### config.mk
export PLATFORM = sky130hd
export DESIGN_NAME = ext_pin_irq_request_flags
export DESIGN_NICKNAME = d
export VERILOG_FILES = /design/src/pkg/pin_irq_pkg.sv /design/src/rtl/ext_pin_irq_request_flags.sv /design/src/rtl/pin_edge_flag.sv
export VERILOG_INCLUDE_DIRS = /design/src /design/src/pkg
export SDC_FILE = /design/constraint.sdc
export NUM_CORES = 1
export LEC_CHECK = 0
export BUFFER_PORTS_ARGS = -buffer_cell sky130_fd_sc_hd__buf_4
export CORE_MARGIN = 5
export CORE_UTILIZATION = 49
export DETAILED_ROUTE_END_ITERATION = 7
export PLACE_DENSITY_LB_ADDON = 0.12
export SLEW_MARGIN = 25
export SYNTH_ARGS = -nofsm -noshare
export SYNTH_HDL_FRONTEND = slang
export SYNTH_SLANG_ARGS = --single-unit
### constraint.sdc
create_clock -name ref_clk -period 3.6 [get_ports ref_clk]
set_clock_uncertainty 0.15 [all_clocks]
set_input_delay 0.72 -clock ref_clk [delete_from_list [all_inputs] [get_ports ref_clk]]
set_output_delay 0.72 -clock ref_clk [all_outputs]
set_load 0.05 [all_outputs]
### src/pkg/pin_irq_map.svh
`ifndef PIN_IRQ_MAP_SVH
`define PIN_IRQ_MAP_SVH
// register-file indices; byte address is four times the index
`define PIN_ONE_REQ_IDX   6'h3D
`define PIN_ZERO_REQ_IDX  6'h3E
`define CE_REQ_IDX        6'h3F
`define PIN_ONE_REQ_ADDR  8'hF4
`define PIN_ZERO_REQ_ADDR 8'hF8
`define CE_REQ_ADDR       8'hFC
`define IRQ_STATUS_ADDR   8'h00
`define IRQ_MASK_ADDR     8'h04
`define EDGE_SEL_ADDR     8'h08
// field positions
`define REQ_FLAG_BIT      0
`define CE_COUNTER_BIT    1
`define PIN_LEVEL_BIT     3
`define IRQ_STATUS_W      3
`define IRQ_STATUS_RESET  3'h0
`define IRQ_MASK_RESET    3'h0
`define EDGE_SEL_RESET    3'h7
// axi responses
`define AXI_RESP_OKAY     2'h0
`define AXI_RESP_SLVERR   2'h2
`endif

### src/pkg/pin_irq_pkg.sv
package pin_irq_pkg;
  typedef enum logic [1:0] {
    src_pin_zero,
    src_pin_one,
    src_chip_enable
  } irq_src_t;
  typedef logic [3:0] nibble_t;
endpackage

### src/rtl/ext_pin_irq_request_flags.sv
// The AXI4-Lite interface to the registers was left to the implementer.
`timescale 1ns/10ps
`include "pin_irq_map.svh"
module ext_pin_irq_request_flags (
  input  wire logic        ref_clk,          // system clock 100 MHz
  input  wire logic        reset_n,          // sync active-low reset
  input  wire logic        power_on_reset,   // power-on reset pulse
  input  wire logic        wdt_sp_reset,     // watchdog/stack-pointer reset pulse
  input  wire logic        ce_reset,         // chip-enable reset pulse
  input  wire logic        clock_stop,       // clock stop pulse
  input  wire logic        ce_counter_run,   // ce reset counter operating
  input  wire logic        ext_irq_pin_zero, // external pin zero
  input  wire logic        ext_irq_pin_one,  // external pin one
  input  wire logic        ce_pin,           // chip-enable pin
  input  wire logic [7:0]  s_axi_awaddr,     // write address
  input  wire logic        s_axi_awvalid,    // write address valid
  output logic             s_axi_awready,    // write address ready
  input  wire logic [31:0] s_axi_wdata,      // write data
  input  wire logic [3:0]  s_axi_wstrb,      // write strobes
  input  wire logic        s_axi_wvalid,     // write data valid
  output logic             s_axi_wready,     // write data ready
  output logic [1:0]       s_axi_bresp,      // write response
  output logic             s_axi_bvalid,     // write response valid
  input  wire logic        s_axi_bready,     // write response ready
  input  wire logic [7:0]  s_axi_araddr,     // read address
  input  wire logic        s_axi_arvalid,    // read address valid
  output logic             s_axi_arready,    // read address ready
  output logic [31:0]      s_axi_rdata,      // read data
  output logic [1:0]       s_axi_rresp,      // read response
  output logic             s_axi_rvalid,     // read data valid
  input  wire logic        s_axi_rready,     // read data ready
  output logic             irq_q             // level interrupt
);
  localparam int NSRC = `IRQ_STATUS_W;

  logic                     aw_have_q;
  logic                     w_have_q;
  logic [7:0]               aw_addr_q;
  logic [31:0]              w_data_q;
  logic [3:0]               w_strb_q;
  logic                     wr_fire;
  logic [NSRC-1:0]          sw_clear;
  logic [NSRC-1:0]          flag;
  logic [NSRC-1:0]          level;
  logic [NSRC-1:0]          pins;
  logic [NSRC-1:0]          flag_prev_q;
  logic [NSRC-1:0]          status_q;
  logic [NSRC-1:0]          mask_q;
  logic [NSRC-1:0]          edge_sel_q;
  logic                     counter_q;
  logic                     hard_clear;
  logic [31:0]              rd_word;
  logic                     rd_ok;
  logic                     wr_ok;
  pin_irq_pkg::nibble_t     reg_pin_zero;
  pin_irq_pkg::nibble_t     reg_pin_one;
  pin_irq_pkg::nibble_t     reg_ce;

  assign hard_clear = power_on_reset | wdt_sp_reset;
  assign pins[pin_irq_pkg::src_pin_zero]    = ext_irq_pin_zero;
  assign pins[pin_irq_pkg::src_pin_one]     = ext_irq_pin_one;
  assign pins[pin_irq_pkg::src_chip_enable] = ce_pin;

  // write: accept address and data in either order
  assign wr_fire = aw_have_q & w_have_q & ~s_axi_bvalid;

  always_ff @(posedge ref_clk) begin
    if (!reset_n) begin
      aw_have_q     <= 1'b0;
      aw_addr_q     <= 8'h00;
      s_axi_awready <= 1'b0;
    end else begin
      s_axi_awready <= ~aw_have_q & ~s_axi_awready & s_axi_awvalid;
      if (s_axi_awvalid & s_axi_awready) begin
        aw_have_q <= 1'b1;
        aw_addr_q <= s_axi_awaddr;
      end else if (wr_fire) begin
        aw_have_q <= 1'b0;
      end
    end
  end

  always_ff @(posedge ref_clk) begin
    if (!reset_n) begin
      w_have_q     <= 1'b0;
      w_data_q     <= 32'h0000_0000;
      w_strb_q     <= 4'h0;
      s_axi_wready <= 1'b0;
    end else begin
      s_axi_wready <= ~w_have_q & ~s_axi_wready & s_axi_wvalid;
      if (s_axi_wvalid & s_axi_wready) begin
        w_have_q <= 1'b1;
        w_data_q <= s_axi_wdata;
        w_strb_q <= s_axi_wstrb;
      end else if (wr_fire) begin
        w_have_q <= 1'b0;
      end
    end
  end

  always_comb begin
    wr_ok = 1'b1;
    unique case (aw_addr_q)
      `PIN_ONE_REQ_ADDR, `PIN_ZERO_REQ_ADDR, `CE_REQ_ADDR,
      `IRQ_STATUS_ADDR, `IRQ_MASK_ADDR, `EDGE_SEL_ADDR: wr_ok = 1'b1;
      default: wr_ok = 1'b0;
    endcase
  end

  always_ff @(posedge ref_clk) begin
    if (!reset_n) begin
      s_axi_bvalid <= 1'b0;
      s_axi_bresp  <= `AXI_RESP_OKAY;
    end else if (wr_fire) begin
      s_axi_bvalid <= 1'b1;
      s_axi_bresp  <= wr_ok ? `AXI_RESP_OKAY : `AXI_RESP_SLVERR;
    end else if (s_axi_bready) begin
      s_axi_bvalid <= 1'b0;
    end
  end

  // software clear of a request flag: write 0 to bit 0, lane 0
  always_comb begin
    sw_clear = '0;
    if (wr_fire && w_strb_q[0] && !w_data_q[`REQ_FLAG_BIT]) begin
      sw_clear[pin_irq_pkg::src_pin_zero]    = (aw_addr_q == `PIN_ZERO_REQ_ADDR);
      sw_clear[pin_irq_pkg::src_pin_one]     = (aw_addr_q == `PIN_ONE_REQ_ADDR);
      sw_clear[pin_irq_pkg::src_chip_enable] = (aw_addr_q == `CE_REQ_ADDR);
    end
  end

  for (genvar i = 0; i < NSRC; i++) begin : g_src
    pin_edge_flag u_flag (
      .ref_clk    (ref_clk),
      .reset_n    (reset_n),
      .hard_clear (hard_clear),
      .pin        (pins[i]),
      .rise_sel   (edge_sel_q[i]),
      .sw_clear   (sw_clear[i]),
      .flag_q     (flag[i]),
      .level_q    (level[i])
    );
  end

  // counter bit follows the input, forced 0 on any of the four conditions
  always_ff @(posedge ref_clk) begin
    if (!reset_n) begin
      counter_q <= 1'b0;
    end else if (hard_clear | ce_reset | clock_stop) begin
      counter_q <= 1'b0;
    end else begin
      counter_q <= ce_counter_run;
    end
  end

  // config registers and interrupt status
  always_ff @(posedge ref_clk) begin
    if (!reset_n) begin
      mask_q     <= `IRQ_MASK_RESET;
      edge_sel_q <= `EDGE_SEL_RESET;
    end else if (wr_fire && w_strb_q[0]) begin
      if (aw_addr_q == `IRQ_MASK_ADDR) begin
        mask_q <= w_data_q[NSRC-1:0];
      end
      if (aw_addr_q == `EDGE_SEL_ADDR) begin
        edge_sel_q <= w_data_q[NSRC-1:0];
      end
    end
  end

  always_ff @(posedge ref_clk) begin
    if (!reset_n) begin
      flag_prev_q <= '0;
      status_q    <= `IRQ_STATUS_RESET;
    end else begin
      flag_prev_q <= flag;
      // a new request wins over a write-one clear in the same cycle
      if (wr_fire && w_strb_q[0] && aw_addr_q == `IRQ_STATUS_ADDR) begin
        status_q <= (status_q & ~w_data_q[NSRC-1:0]) | (flag & ~flag_prev_q);
      end else begin
        status_q <= status_q | (flag & ~flag_prev_q);
      end
    end
  end

  always_ff @(posedge ref_clk) begin
    if (!reset_n) begin
      irq_q <= 1'b0;
    end else begin
      irq_q <= |(status_q & mask_q);
    end
  end

  // register images
  assign reg_pin_one  = {level[pin_irq_pkg::src_pin_one], 2'b00, flag[pin_irq_pkg::src_pin_one]};
  assign reg_pin_zero = {level[pin_irq_pkg::src_pin_zero], 2'b00, flag[pin_irq_pkg::src_pin_zero]};
  assign reg_ce       = {level[pin_irq_pkg::src_chip_enable], 1'b0, counter_q,
                         flag[pin_irq_pkg::src_chip_enable]};

  always_comb begin
    rd_word = 32'h0000_0000;
    rd_ok   = 1'b1;
    unique case (s_axi_araddr)
      `PIN_ONE_REQ_ADDR:  rd_word = {28'h0000000, reg_pin_one};
      `PIN_ZERO_REQ_ADDR: rd_word = {28'h0000000, reg_pin_zero};
      `CE_REQ_ADDR:       rd_word = {28'h0000000, reg_ce};
      `IRQ_STATUS_ADDR:   rd_word = {29'h0000000, status_q};
      `IRQ_MASK_ADDR:     rd_word = {29'h0000000, mask_q};
      `EDGE_SEL_ADDR:     rd_word = {29'h0000000, edge_sel_q};
      default:            rd_ok   = 1'b0;
    endcase
  end

  always_ff @(posedge ref_clk) begin
    if (!reset_n) begin
      s_axi_arready <= 1'b0;
      s_axi_rvalid  <= 1'b0;
      s_axi_rdata   <= 32'h0000_0000;
      s_axi_rresp   <= `AXI_RESP_OKAY;
    end else begin
      s_axi_arready <= s_axi_arvalid & ~s_axi_arready & ~s_axi_rvalid;
      if (s_axi_arvalid & s_axi_arready) begin
        s_axi_rvalid <= 1'b1;
        s_axi_rdata  <= rd_word;
        s_axi_rresp  <= rd_ok ? `AXI_RESP_OKAY : `AXI_RESP_SLVERR;
      end else if (s_axi_rready) begin
        s_axi_rvalid <= 1'b0;
      end
    end
  end

  // flag, counter, level, status and interrupt checks
  chk_flag_hard_clear: assert property (@(posedge ref_clk) disable iff (!reset_n)
    hard_clear |=> !flag[pin_irq_pkg::src_pin_zero] && !flag[pin_irq_pkg::src_pin_one])
    else $error("pin flag survived hard reset");
  chk_ce_flag_clear: assert property (@(posedge ref_clk) disable iff (!reset_n)
    hard_clear |=> !reg_ce[0])
    else $error("ce flag survived hard reset");
  chk_ce_keep_flag: assert property (@(posedge ref_clk) disable iff (!reset_n)
    (ce_reset && !hard_clear && !sw_clear[2]) |=> $past(flag[2]) <= flag[2])
    else $error("ce flag lost on ce reset");
  chk_counter_zero: assert property (@(posedge ref_clk) disable iff (!reset_n)
    (ce_reset || clock_stop) |=> !counter_q)
    else $error("counter bit not cleared");
  chk_counter_hard: assert property (@(posedge ref_clk) disable iff (!reset_n)
    hard_clear |=> !counter_q)
    else $error("counter bit kept on hard reset");
  chk_counter_follow: assert property (@(posedge ref_clk) disable iff (!reset_n)
    (ce_counter_run && !hard_clear && !ce_reset && !clock_stop) |=> reg_ce[1])
    else $error("counter bit not shown");
  chk_fixed_zeros: assert property (@(posedge ref_clk) disable iff (!reset_n)
    reg_pin_one[2:1] == 2'b00 && reg_pin_zero[2:1] == 2'b00 && !reg_ce[2])
    else $error("fixed bits nonzero");
  chk_rdata_upper: assert property (@(posedge ref_clk) disable iff (!reset_n)
    s_axi_rvalid |-> s_axi_rdata[31:4] == 28'h0000000)
    else $error("read data upper bits nonzero");
  chk_level_live: assert property (@(posedge ref_clk) disable iff (!reset_n)
    ##1 reg_pin_one[3] == $past(ext_irq_pin_one) && reg_pin_zero[3] == $past(ext_irq_pin_zero))
    else $error("pin level bit stale");
  chk_ce_level_live: assert property (@(posedge ref_clk) disable iff (!reset_n)
    ##1 reg_ce[3] == $past(ce_pin))
    else $error("ce level bit stale");
  chk_sw_clear: assert property (@(posedge ref_clk) disable iff (!reset_n)
    (sw_clear[1] && pins[1] == level[1]) |=> !flag[1])
    else $error("software clear ignored");
  chk_clear_zero: assert property (@(posedge ref_clk) disable iff (!reset_n)
    (sw_clear[0] && $stable(ext_irq_pin_zero)) |=> !flag[0])
    else $error("pin zero clear ignored");
  chk_ce_clear: assert property (@(posedge ref_clk) disable iff (!reset_n)
    (sw_clear[2] && $stable(ce_pin)) |=> !flag[2])
    else $error("ce clear ignored");
  chk_rise_sets: assert property (@(posedge ref_clk) disable iff (!reset_n)
    (edge_sel_q[0] && !hard_clear && $rose(ext_irq_pin_zero)) |-> ##1 flag[0])
    else $error("edge did not set flag");
  chk_fall_sets: assert property (@(posedge ref_clk) disable iff (!reset_n)
    (!edge_sel_q[1] && !hard_clear && $fell(ext_irq_pin_one)) |=> flag[1])
    else $error("falling edge did not set flag");
  chk_ce_rise_sets: assert property (@(posedge ref_clk) disable iff (!reset_n)
    (edge_sel_q[2] && !hard_clear && $rose(ce_pin)) |=> flag[2])
    else $error("ce edge did not set flag");
  chk_flag_hold: assert property (@(posedge ref_clk) disable iff (!reset_n)
    (flag[0] && !hard_clear && !sw_clear[0]) |=> flag[0])
    else $error("pin zero flag dropped");
  chk_no_spurious: assert property (@(posedge ref_clk) disable iff (!reset_n)
    (!flag[1] && $stable(ext_irq_pin_one)) |=> !flag[1])
    else $error("flag set without edge");
  chk_status_set: assert property (@(posedge ref_clk) disable iff (!reset_n)
    (flag[0] && !flag_prev_q[0]) |=> status_q[0])
    else $error("status bit not set");
  chk_status_clear: assert property (@(posedge ref_clk) disable iff (!reset_n)
    (wr_fire && w_strb_q[0] && aw_addr_q == `IRQ_STATUS_ADDR && w_data_q[0]
     && !(flag[0] && !flag_prev_q[0])) |=> !status_q[0])
    else $error("status bit not cleared");
  chk_irq_level: assert property (@(posedge ref_clk) disable iff (!reset_n)
    |(status_q & mask_q) |=> irq_q)
    else $error("interrupt not raised");
  chk_irq_low: assert property (@(posedge ref_clk) disable iff (!reset_n)
    !(|(status_q & mask_q)) |=> !irq_q)
    else $error("interrupt not dropped");

  // bus handshake checks
  chk_awready_pulse: assert property (@(posedge ref_clk) disable iff (!reset_n)
    s_axi_awready |=> !s_axi_awready)
    else $error("awready held");
  chk_wready_pulse: assert property (@(posedge ref_clk) disable iff (!reset_n)
    s_axi_wready |=> !s_axi_wready)
    else $error("wready held");
  chk_arready_pulse: assert property (@(posedge ref_clk) disable iff (!reset_n)
    s_axi_arready |=> !s_axi_arready)
    else $error("arready held");
  chk_bvalid_hold: assert property (@(posedge ref_clk) disable iff (!reset_n)
    (s_axi_bvalid && !s_axi_bready) |=> s_axi_bvalid && $stable(s_axi_bresp))
    else $error("write response not held");
  chk_rvalid_hold: assert property (@(posedge ref_clk) disable iff (!reset_n)
    (s_axi_rvalid && !s_axi_rready) |=> s_axi_rvalid && $stable(s_axi_rdata))
    else $error("read data not held");
  chk_read_overlap: assert property (@(posedge ref_clk) disable iff (!reset_n)
    s_axi_rvalid |-> !s_axi_arready)
    else $error("read taken while answer pending");
  chk_write_answer: assert property (@(posedge ref_clk) disable iff (!reset_n)
    wr_fire |=> s_axi_bvalid)
    else $error("write not answered");
  chk_write_once: assert property (@(posedge ref_clk) disable iff (!reset_n)
    wr_fire |=> !wr_fire)
    else $error("write applied twice");
  chk_bad_write: assert property (@(posedge ref_clk) disable iff (!reset_n)
    (wr_fire && !wr_ok) |=> s_axi_bresp == `AXI_RESP_SLVERR)
    else $error("unmapped write not refused");
  chk_bad_read: assert property (@(posedge ref_clk) disable iff (!reset_n)
    (s_axi_arvalid && s_axi_arready && !rd_ok) |=> s_axi_rresp == `AXI_RESP_SLVERR && s_axi_rdata == 32'h0000_0000)
    else $error("unmapped read not refused");
endmodule

### src/rtl/pin_edge_flag.sv
`timescale 1ns/10ps
// one request source: edge detect on a synchronous pin, sticky flag
module pin_edge_flag (
  input  wire logic ref_clk,       // system clock
  input  wire logic reset_n,       // sync active-low reset
  input  wire logic hard_clear,    // power-on or watchdog/stack-pointer reset pulse
  input  wire logic pin,           // pin level
  input  wire logic rise_sel,      // 1 rising, 0 falling active edge
  input  wire logic sw_clear,      // software clear pulse
  output logic      flag_q,        // sticky request flag
  output logic      level_q        // registered pin level
);
  logic prev_q;
  logic hit;

  assign hit = rise_sel ? (pin & ~prev_q) : (~pin & prev_q);

  always_ff @(posedge ref_clk) begin
    if (!reset_n) begin
      // start from the pin's own level so a pin idling high gives no false edge after reset
      prev_q  <= pin;
      level_q <= 1'b0;
    end else begin
      prev_q  <= pin;
      level_q <= pin;
    end
  end

  always_ff @(posedge ref_clk) begin
    if (!reset_n) begin
      flag_q <= 1'b0;
    end else if (hard_clear) begin
      flag_q <= 1'b0;
    end else if (hit) begin
      flag_q <= 1'b1;
    end else if (sw_clear) begin
      flag_q <= 1'b0;
    end
  end
endmodule

==> results of run 1 <==
path summary, 6_finish.rpt:
check | start | to | slack [ps] | depth (start not counted)
worst max-delay path | s_axi_awready | s_axi_awready | 1630 | 1
worst min-delay path | s_axi_rdata[2] | s_axi_rdata[2] | 310 | 2
worst max register to register | aw_addr_q[4] | mask_q[0] | 1770 | 4
worst min register to register | s_axi_rdata[2] | s_axi_rdata[2] | 310 | 2
state kept, by name, indices dropped and copies added (netlist names), 3 cells and up:
signal,flops
aw_addr_q,8
s_axi_rdata,4
edge_sel_q,3
flag_prev_q,3
g_src.u_flag.flag_q,3
g_src.u_flag.level_q,3
g_src.u_flag.prev_q,3
mask_q,3
status_q,3
w_data_q,3
power by group:
group          internal [mW]  total (mW)  switching (mW)
clock network          0.157       0.324           0.168
registers              0.545       0.558          0.0125
logic                 0.0472       0.168           0.121
total                  0.749        1.05           0.301
cells in the mapped netlist, drive strengths merged (3+ instances only):
library cell / count / area, µm²
a21oi: 27 / 135
and2: 6 / 37.5
buf: 32 / 234
clkbuf: 7 / 26.3
dfxtp: 48 / 961
inv: 6 / 22.5
mux2i: 11 / 110
nand2: 27 / 101
nand2b: 5 / 31.3
nand3: 14 / 70.1
nand4: 3 / 18.8
nor2: 18 / 67.6
nor2b: 3 / 18.8
nor3: 3 / 26.3
nor4b: 3 / 26.3
o21ai: 6 / 30.0
metrics by stage:
step	cells	power (mW)	instance area (µm²)	util (%)	hold slack (ps)
2_1_floorplan	279	0.715	2290	-	278
3_3_place_gp	339	0.737	2450	56.6	293
3_5_place_dp	339	0.738	2450	56.6	296
4_1_cts	347	1.06	2540	58.7	308
5_1_grt	347	1.09	2540	58.7	330
6_report	347	1.05	2540	58.7	307
layout make-up:
class	count	area, µm²	area share [%]
Tap cell	52	65.1	2.56
Multi-Input combinational cell	186	1050	41.3
Inverter	6	22.5	0.887
Clock buffer	8	90.1	3.55
Timing Repair Buffer	47	353	13.9
Sequential cell	48	961	37.9
routing by layer:
layer / global-route usage [%] / routed length [µm] / vias to the layer above
li1: - / - / 901
met1: 17.6 / 1790 / 799
met2: 24.7 / 2190 / 56
met3: 6.32 / 379 / 7
met4: 5.24 / 60 / 0
met5: 0 / 0 / -
cells by family (layout without fill, tap and decap cells):
logic type      after synthesis  after routing  share of synthesized area (%)
simple gates                 93             93                           22.1
compound gates               51             51                           15.1
flops                        48             48                           44.0
buf+inv                      45             61                           13.0
mux                          12             12                           5.56
other cells                   1             30                          0.172
==> flow_summary.ini, run 1 <==
[finish]
design.final.nets = 361
area_growth_syn_to_layout_pct = 16.3
layout_commonest_cell = sky130_fd_sc_hd__dfxtp_1
fillerInstances = 431
layout.cells.most_common_list = sky130_fd_sc_hd__dfxtp_1 (48), sky130_fd_sc_hd__buf_4 (47), sky130_fd_sc_hd__conb_1 (30)
layout-drive-gt1-share_pct = 21.0
num_antenna_cells = 0

[synthesis]
synth_edf_count = 0
synth_seq_area_share_pct = 44.0
syn-instance-count = 250
postSynthAreaPerCell_um2 = 8.73
postSynthRegisterBits = 48
syn-cell-area_mm2 = 0.00218
synth_ff_type = sky130_fd_sc_hd__dfxtp_1
yosys_warnings = 0
synth.lib_cells_used.distinct = 47
synth-async-reset-ratio_pct = 0

[detailed_routing]
drt_first_iter_violations = 50
routedWlPerCell_um = 12.7
drt.antenna.violating_nets = 0
postRouteWirelength_um = 4420
drt-vias-per-instance = 5.08
num_vias = 1763
detailedRoute.firstPassIterationCount = 4
drt_drc_violations_left = 0

[run]
cap_violations = 0

[floorplan]
die-width_um = 76.7
io-pin-count = 109
start_util_pct = 50.5
design.die.area_mm2 = 0.00589
placeableCoreArea_mm2 = 0.00432
die_height_um = 76.7
std_cell_rows = 24

[timing]
timing.final.hold_violations = 0
final.setup.tns_ps = 0
fmaxAchievable_ghz = 0.508
final-max-slew-violation-count = 0
tightestPinTransition_ps = 610
post-route-worst-setup-slack_ps = 1630
setup_viol = 0
period_share_pct = 54.7
slew_headroom_pct = 58.9
rsz_0062_raised_after_global_routing = no
final_critical_period_ps = 1970

[grt]
grt_remaining_overflow = 0
grt_start_max_net_pins = 29
track_usage_pct = 15.1
grt_antenna_before_repair = 0
global_route_wire_length_before_repair_um = 7310
via_count_of_the_first_global_routing_pass = 1618

[place]
pre_cts_slack_ps = 1360
gp_congestion = 0.752
io_buffer_count = 46
hpwlAfterDp_um = 3360

[cts]
ctsHoldBuffers = 0
cts-buffers-inserted = 5
tritoncts = built
h-tree-depth = 2
clk_root_buffer_cell = sky130_fd_sc_hd__clkbuf_8
clock_sinks = 48
cts.path.max_buffers = 2
cts_repair_resize_count = 0
path_clk_slew_ps = 80
cts_setup_buffers = 0
clock_insertion_delay_worst_skew_ps = 300

[setup_path]
critical_path.endpoint_type = output pin
critical-path-slowest-cell = sky130_fd_sc_hd__dfxtp_1
cp-start-kind = flop
path_cells = buf_4
critical_path.max_stage_delay_ps = 530
critical_path_arrival_ps = 1100
timing.setup.critical_path_class = flop to output pin
cp.buffers_inverters = 1
timing.critical_path.fanout_max = 11
critical-path-top-delay-family = flip-flops
worstPathRequired_ps = 2730

[power_and_ir_drop]
p_per_area_mw_per_mm2 = 414
p_leak_nw = 1.11
power.ir.vdd_worst_mv = 0.282

[hold_path]
path_class_of_the_lowest_slack_min_delay_path = flop to flop

[status]
run_status = completed
Power figures use the tool's default switching activity.
==> run 2, diff against run 1 <==
--- a/config.mk
+++ b/config.mk
@@ -6,9 +6,10 @@
 export SDC_FILE = /design/constraint.sdc
 export NUM_CORES = 1
 export LEC_CHECK = 0
+export ABC_AREA = 1
 export BUFFER_PORTS_ARGS = -buffer_cell sky130_fd_sc_hd__buf_4
 export CORE_MARGIN = 5
-export CORE_UTILIZATION = 49
+export CORE_UTILIZATION = 41
 export DETAILED_ROUTE_END_ITERATION = 7
 export PLACE_DENSITY_LB_ADDON = 0.12
 export SLEW_MARGIN = 25
==> constraint.sdc (replaced) <==
create_clock -name ref_clk -period 1.8 [get_ports ref_clk]
set_clock_uncertainty 0.15 [all_clocks]
set_input_delay 0.36 -clock ref_clk [delete_from_list [all_inputs] [get_ports ref_clk]]
set_output_delay 0.36 -clock ref_clk [all_outputs]
set_load 0.05 [all_outputs]
==> flow_summary.ini, run 2 <==
[status]
run_status = completed

[synthesis]
postSynthRegisterBits = 48
synth_seq_area_share_pct = 42.7
yosys_warnings = 0
syn-cell-area_mm2 = 0.00225
postSynthAreaPerCell_um2 = 7.37
synth_top_area_share_pct = 42.7
synth.top_cells.by_count = sky130_fd_sc_hd__nand2_1 (65), sky130_fd_sc_hd__dfxtp_1 (48), sky130_fd_sc_hd__nor2_1 (35)
yosysMostFrequentCell = sky130_fd_sc_hd__nand2_1
synth-async-reset-ratio_pct = 0
synth_ff_type = sky130_fd_sc_hd__dfxtp_1
syn-instance-count = 305
synth_area_leader_cell = sky130_fd_sc_hd__dfxtp_1
synth.top_cells.by_area = sky130_fd_sc_hd__dfxtp_1 (43%), sky130_fd_sc_hd__nand2_1 (11%), sky130_fd_sc_hd__buf_4 (10%)
synth.lib_cells_used.distinct = 29
synth_edf_count = 0

[floorplan]
std_cell_rows = 27
die_height_um = 84.1
io-pin-count = 109
die-width_um = 84.1
design.die.area_mm2 = 0.00707
start_util_pct = 41.6
placeableCoreArea_mm2 = 0.00541

[detailed_routing]
postRouteWirelength_um = 4580
drt_drc_violations_left = 0
detailedRoute.firstPassIterationCount = 4
num_vias = 1889
routedWlPerCell_um = 10.7
drt-vias-per-instance = 4.43
drt_first_iter_violations = 55
drt.antenna.violating_nets = 0

[timing]
final.setup.tns_ps = 0
setup_viol = 0
fmaxAchievable_ghz = 0.695
final_critical_period_ps = 1440
rsz_0062_raised_after_global_routing = no
period_share_pct = 79.9
final.hold.worst_slack_ps = 37.2
final-max-slew-violation-count = 0
timing.final.hold_violations = 0

[grt]
via_count_of_the_first_global_routing_pass = 1722
grt_remaining_overflow = 0
track_usage_pct = 13.0
global_route_wire_length_before_repair_um = 7540
grt_start_max_net_pins = 25
grt_antenna_before_repair = 0

[power_and_ir_drop]
power.ir.vdd_worst_mv = 0.438
p_leak_nw = 1.27
p_per_area_mw_per_mm2 = 808

[finish]
largestRegisters = aw_addr_q: 8 flops, s_axi_rdata: 4 flops
largest_reg_flops = 8
final-instance-count-excl-fill = 426
layout_commonest_cell = sky130_fd_sc_hd__nand2_1
layout-drive-gt1-share_pct = 18.9
num_antenna_cells = 0
stdcell_area_mm2 = 0.00264
layout.cells.most_common_list = sky130_fd_sc_hd__nand2_1 (65), sky130_fd_sc_hd__dfxtp_1 (48), sky130_fd_sc_hd__buf_4 (47)
design.final.nets = 420
area_growth_syn_to_layout_pct = 17.6
max_flop_register = aw_addr_q

[setup_path]
cp.buffers_inverters = 1
critical_path_arrival_ps = 930
worstPathRequired_ps = 1290
critical_path.max_stage_delay_ps = 400
timing.setup.critical_path_class = flop to output pin
critical-path-top-delay-family = flip-flops
cp-start-kind = flop
timing.critical_path.fanout_max = 3
path_cells = buf_4
critical-path-slowest-cell = sky130_fd_sc_hd__dfxtp_1
critical_path.endpoint_type = output pin

[cts]
cts.path.max_buffers = 2
cts_setup_buffers = 0
clock_insertion_delay_worst_skew_ps = 300
cts_repair_resize_count = 0
clock_sinks = 48
path_clk_slew_ps = 80
cts-buffers-inserted = 5
h-tree-depth = 2
clk_root_buffer_cell = sky130_fd_sc_hd__clkbuf_8
ctsHoldBuffers = 0
tritoncts = built

[place]
post_dp_cell_area_mm2 = 0.00255
io_buffer_count = 46
gp_congestion = 0.824
hpwlAfterDp_um = 3570
place_inst = 418

[run]
cap_violations = 0

[hold_path]
path_class_of_the_lowest_slack_min_delay_path = input port to flop
[run 2: cell types whose count changed after synthesis, sizes merged, moves of 4 or more]
| cell | delta |
|---|---|
| and2 | -5 |
| clkbuf | -4 |
| inv | +26 |
| mux2i | -11 |
| nand2 | +40 |
| nand2b | -5 |
| nand3 | +4 |
| nor2 | +23 |
| o21ai | +16 |
[run 2: final timing paths]
kind                                startpoint                     end  slack, ps  cells past startpoint
worst max-delay path              s_axi_bvalid            s_axi_bvalid        360                      1
worst min-delay path                    ce_pin  g_src[2].u_flag.prev_q         40                      1
worst max register to register       aw_have_q  g_src[1].u_flag.flag_q        370                      7
worst min register to register  flag_prev_q[2]             status_q[2]        280                      1
[run 2: where the power goes]
part           internal [mW]  switching [mW]  total, mW
clock                  0.314           0.340      0.654
sequential              1.10          0.0213       1.12
combinational         0.0988           0.267      0.366
[run 2: layer usage]
layer | share of wire (%) | global-route usage, % | vias to the layer above
met2 | 46 | 21.4 | 51
met4 | 1.1 | 3.51 | 0
met1 | 46 | 15.9 | 819
met5 | 0 | 0 | -
met3 | 6.7 | 4.64 | 6
li1 | - | - | 1013
[run 2: through the flow]
| step | setup WS [ps] | utilization [%] | power, mW |
|---|---|---|---|
| after floorplan | 316 | - | 1.46 |
| after global placement | 286 | 47.2 | 1.51 |
| after detailed placement | 271 | 47.2 | 1.51 |
| after CTS | 347 | 48.9 | 2.17 |
| after global routing | 288 | 48.9 | 2.24 |
| final | 361 | 48.9 | 2.14 |
[run 2: kinds of logic (layout without fill, tap and decap cells)]
kind of cell | after synthesis | after routing | synth area share (%)
other cells | 1 | 30 | 0.167
compound gates | 53 | 53 | 12.6
flops | 48 | 48 | 42.7
simple gates | 136 | 136 | 28.1
buf+inv | 67 | 87 | 16.4
[run 2: cell type report]
type                       instances  area [µm²]
tap                               72        90.1
inverter                          32         123
multi-input combinational        219        1030
timing repair buffer              47         353
sequential                        48         961
fill                             580        2760
clock buffer                       8        90.1
[run 2: worst register-to-register path: stages, from the launching register on]
cell                      delay [ps]
sky130_fd_sc_hd__dfxtp_1         380
sky130_fd_sc_hd__nand2_2          80
sky130_fd_sc_hd__nor2_4          120
sky130_fd_sc_hd__inv_4            80
sky130_fd_sc_hd__nor3_4          180
sky130_fd_sc_hd__nand3_1         130
sky130_fd_sc_hd__a21oi_1         150
sky130_fd_sc_hd__nor2_1           50
==> run 3, diff against run 2 <==
==> constraint.sdc (replaced) <==
create_clock -name ref_clk -period 1.3 [get_ports ref_clk]
set_clock_uncertainty 0.15 [all_clocks]
set_input_delay 0.26 -clock ref_clk [delete_from_list [all_inputs] [get_ports ref_clk]]
set_output_delay 0.26 -clock ref_clk [all_outputs]
set_load 0.05 [all_outputs]
==> flow_summary.ini, run 3 (same netlist as run 2, synthesis figures left out) <==
[grt]
global_route_wire_length_before_repair_um = 7960
grt_antenna_before_repair = 0
via_count_of_the_first_global_routing_pass = 1870
grt_remaining_overflow = 0
track_usage_pct = 13.4
grt_start_max_net_pins = 17

[setup_path]
cp-start-kind = flop
critical_path.endpoint_type = flop
timing.critical_path.fanout_max = 4
worstPathRequired_ps = 1340
timing.setup.critical_path_class = flop to flop
critical_path_arrival_ps = 1400

[cts]
clock_sinks = 48
cts.path.max_buffers = 2
path_clk_slew_ps = 90
h-tree-depth = 2
clock_insertion_delay_worst_skew_ps = 300
cts-buffers-inserted = 5
tritoncts = built
clk_root_buffer_cell = sky130_fd_sc_hd__clkbuf_8

[detailed_routing]
drt.antenna.violating_nets = 0
routedWlPerCell_um = 10.8
drt_drc_violations_left = 0
num_vias = 1956
drt-vias-per-instance = 4.42
postRouteWirelength_um = 4790
detailedRoute.firstPassIterationCount = 4
drt_first_iter_violations = 52

[finish]
layout_commonest_cell = sky130_fd_sc_hd__nand2_1
final-instance-count-excl-fill = 443
largest_reg_flops = 8
layout.cells.most_common_list = sky130_fd_sc_hd__nand2_1 (61), sky130_fd_sc_hd__buf_4 (57), sky130_fd_sc_hd__dfxtp_1 (39)
max_flop_register = aw_addr_q
num_antenna_cells = 0
area_growth_syn_to_layout_pct = 29.8
layout-drive-gt1-share_pct = 29.1
largestRegisters = aw_addr_q: 8 flops, s_axi_rdata: 4 flops
stdcell_area_mm2 = 0.00292
design.final.nets = 437

[hold_path]
path_class_of_the_lowest_slack_min_delay_path = input port to flop

[floorplan]
io-pin-count = 109
start_util_pct = 41.6
design.die.area_mm2 = 0.00707
die-width_um = 84.1
die_height_um = 84.1
std_cell_rows = 27
placeableCoreArea_mm2 = 0.00541

[timing]
post-route-worst-setup-slack_ps = -58.7
final_critical_period_ps = 1360
final.hold.worst_slack_ps = 14.7
final-max-slew-violation-count = 0
fmaxAchievable_ghz = 0.736
timing.final.hold_violations = 0
period_share_pct = 105
setup_viol = 2
rsz_0062_raised_after_global_routing = yes

[status]
violations = negative setup slack
run_status = finished with violations

[run]
cap_violations = 0

[place]
gp_congestion = 0.800
io_buffer_count = 46
place_inst = 428
post_dp_cell_area_mm2 = 0.00263
hpwlAfterDp_um = 3660

[power_and_ir_drop]
sum_of_internal_switching_and_leakage_power_mw = 3.19
power.ir.vdd_worst_mv = 0.539
p_leak_nw = 1.41
p_per_area_mw_per_mm2 = 1090
[run 3: layout make-up]
| cell class | instances | area [µm²] |
|---|---|---|
| Clock buffer | 6 | 72.6 |
| Clock inverter | 2 | 35.0 |
| Fill cell | 564 | 2490 |
| Inverter | 32 | 123 |
| Multi-Input combinational cell | 219 | 1130 |
| Sequential cell | 48 | 972 |
| Tap cell | 72 | 90.1 |
| Timing Repair Buffer | 64 | 500 |
[run 3: worst paths after layout]
path,start,to,slack (ps),cells past startpoint
worst max-delay path,w_have_q,g_src[1].u_flag.flag_q,-60,7
worst min-delay path,ext_irq_pin_one,g_src[1].u_flag.level_q,10,3
worst max register to register,w_have_q,g_src[1].u_flag.flag_q,-60,7
worst min register to register,s_axi_wready,s_axi_wready,270,1
[run 3: report_power, final]
part / switching [mW] / internal [mW]
clock network: 0.489 / 0.571
registers: 0.0322 / 1.52
logic: 0.398 / 0.176
total: 0.919 / 2.27
[run 3: per-layer routing]
layer / track usage, % / up-vias / wire (µm)
li1: - / 1042 / -
met1: 16.2 / 851 / 2130
met4: 4.82 / 0 / 86
met3: 4.44 / 7 / 277
met2: 22.2 / 56 / 2290
met5: 0 / - / 0
[run 3: critical path: stages, from the launching register on]
cell and delay [ps]:
sky130_fd_sc_hd__dfxtp_2 350, sky130_fd_sc_hd__nand2_2 60, sky130_fd_sc_hd__nor2_4 110, sky130_fd_sc_hd__inv_4 70, sky130_fd_sc_hd__nor3_4 190, sky130_fd_sc_hd__nand3_1 150
sky130_fd_sc_hd__a21oi_2 140, sky130_fd_sc_hd__nor2_1 40
[run 3: through the flow]
| stage | setup WS, ps | TNS [ps] | util, % |
|---|---|---|---|
| after floorplan | 2.68 | 0 | - |
| after global placement | -102 | -615 | 48.7 |
| after detailed placement | -125 | -812 | 48.7 |
| after CTS | -43.7 | -71.2 | 52.6 |
| after global routing | -134 | -670 | 54.0 |
| final | -58.7 | -88.2 | 54.0 |
[run 3: timing repair]
| item | in CTS | in global routing |
|---|---|---|
| hold buffers | 5 | 0 |
| setup buffers | 2 | 0 |
| gates resized for setup | 11 | 21 |
| hold endpoints to repair | 4 | 0 |
| endpoints found under the setup margin | 10 | 15 |
| pin swaps | 3 | 9 |
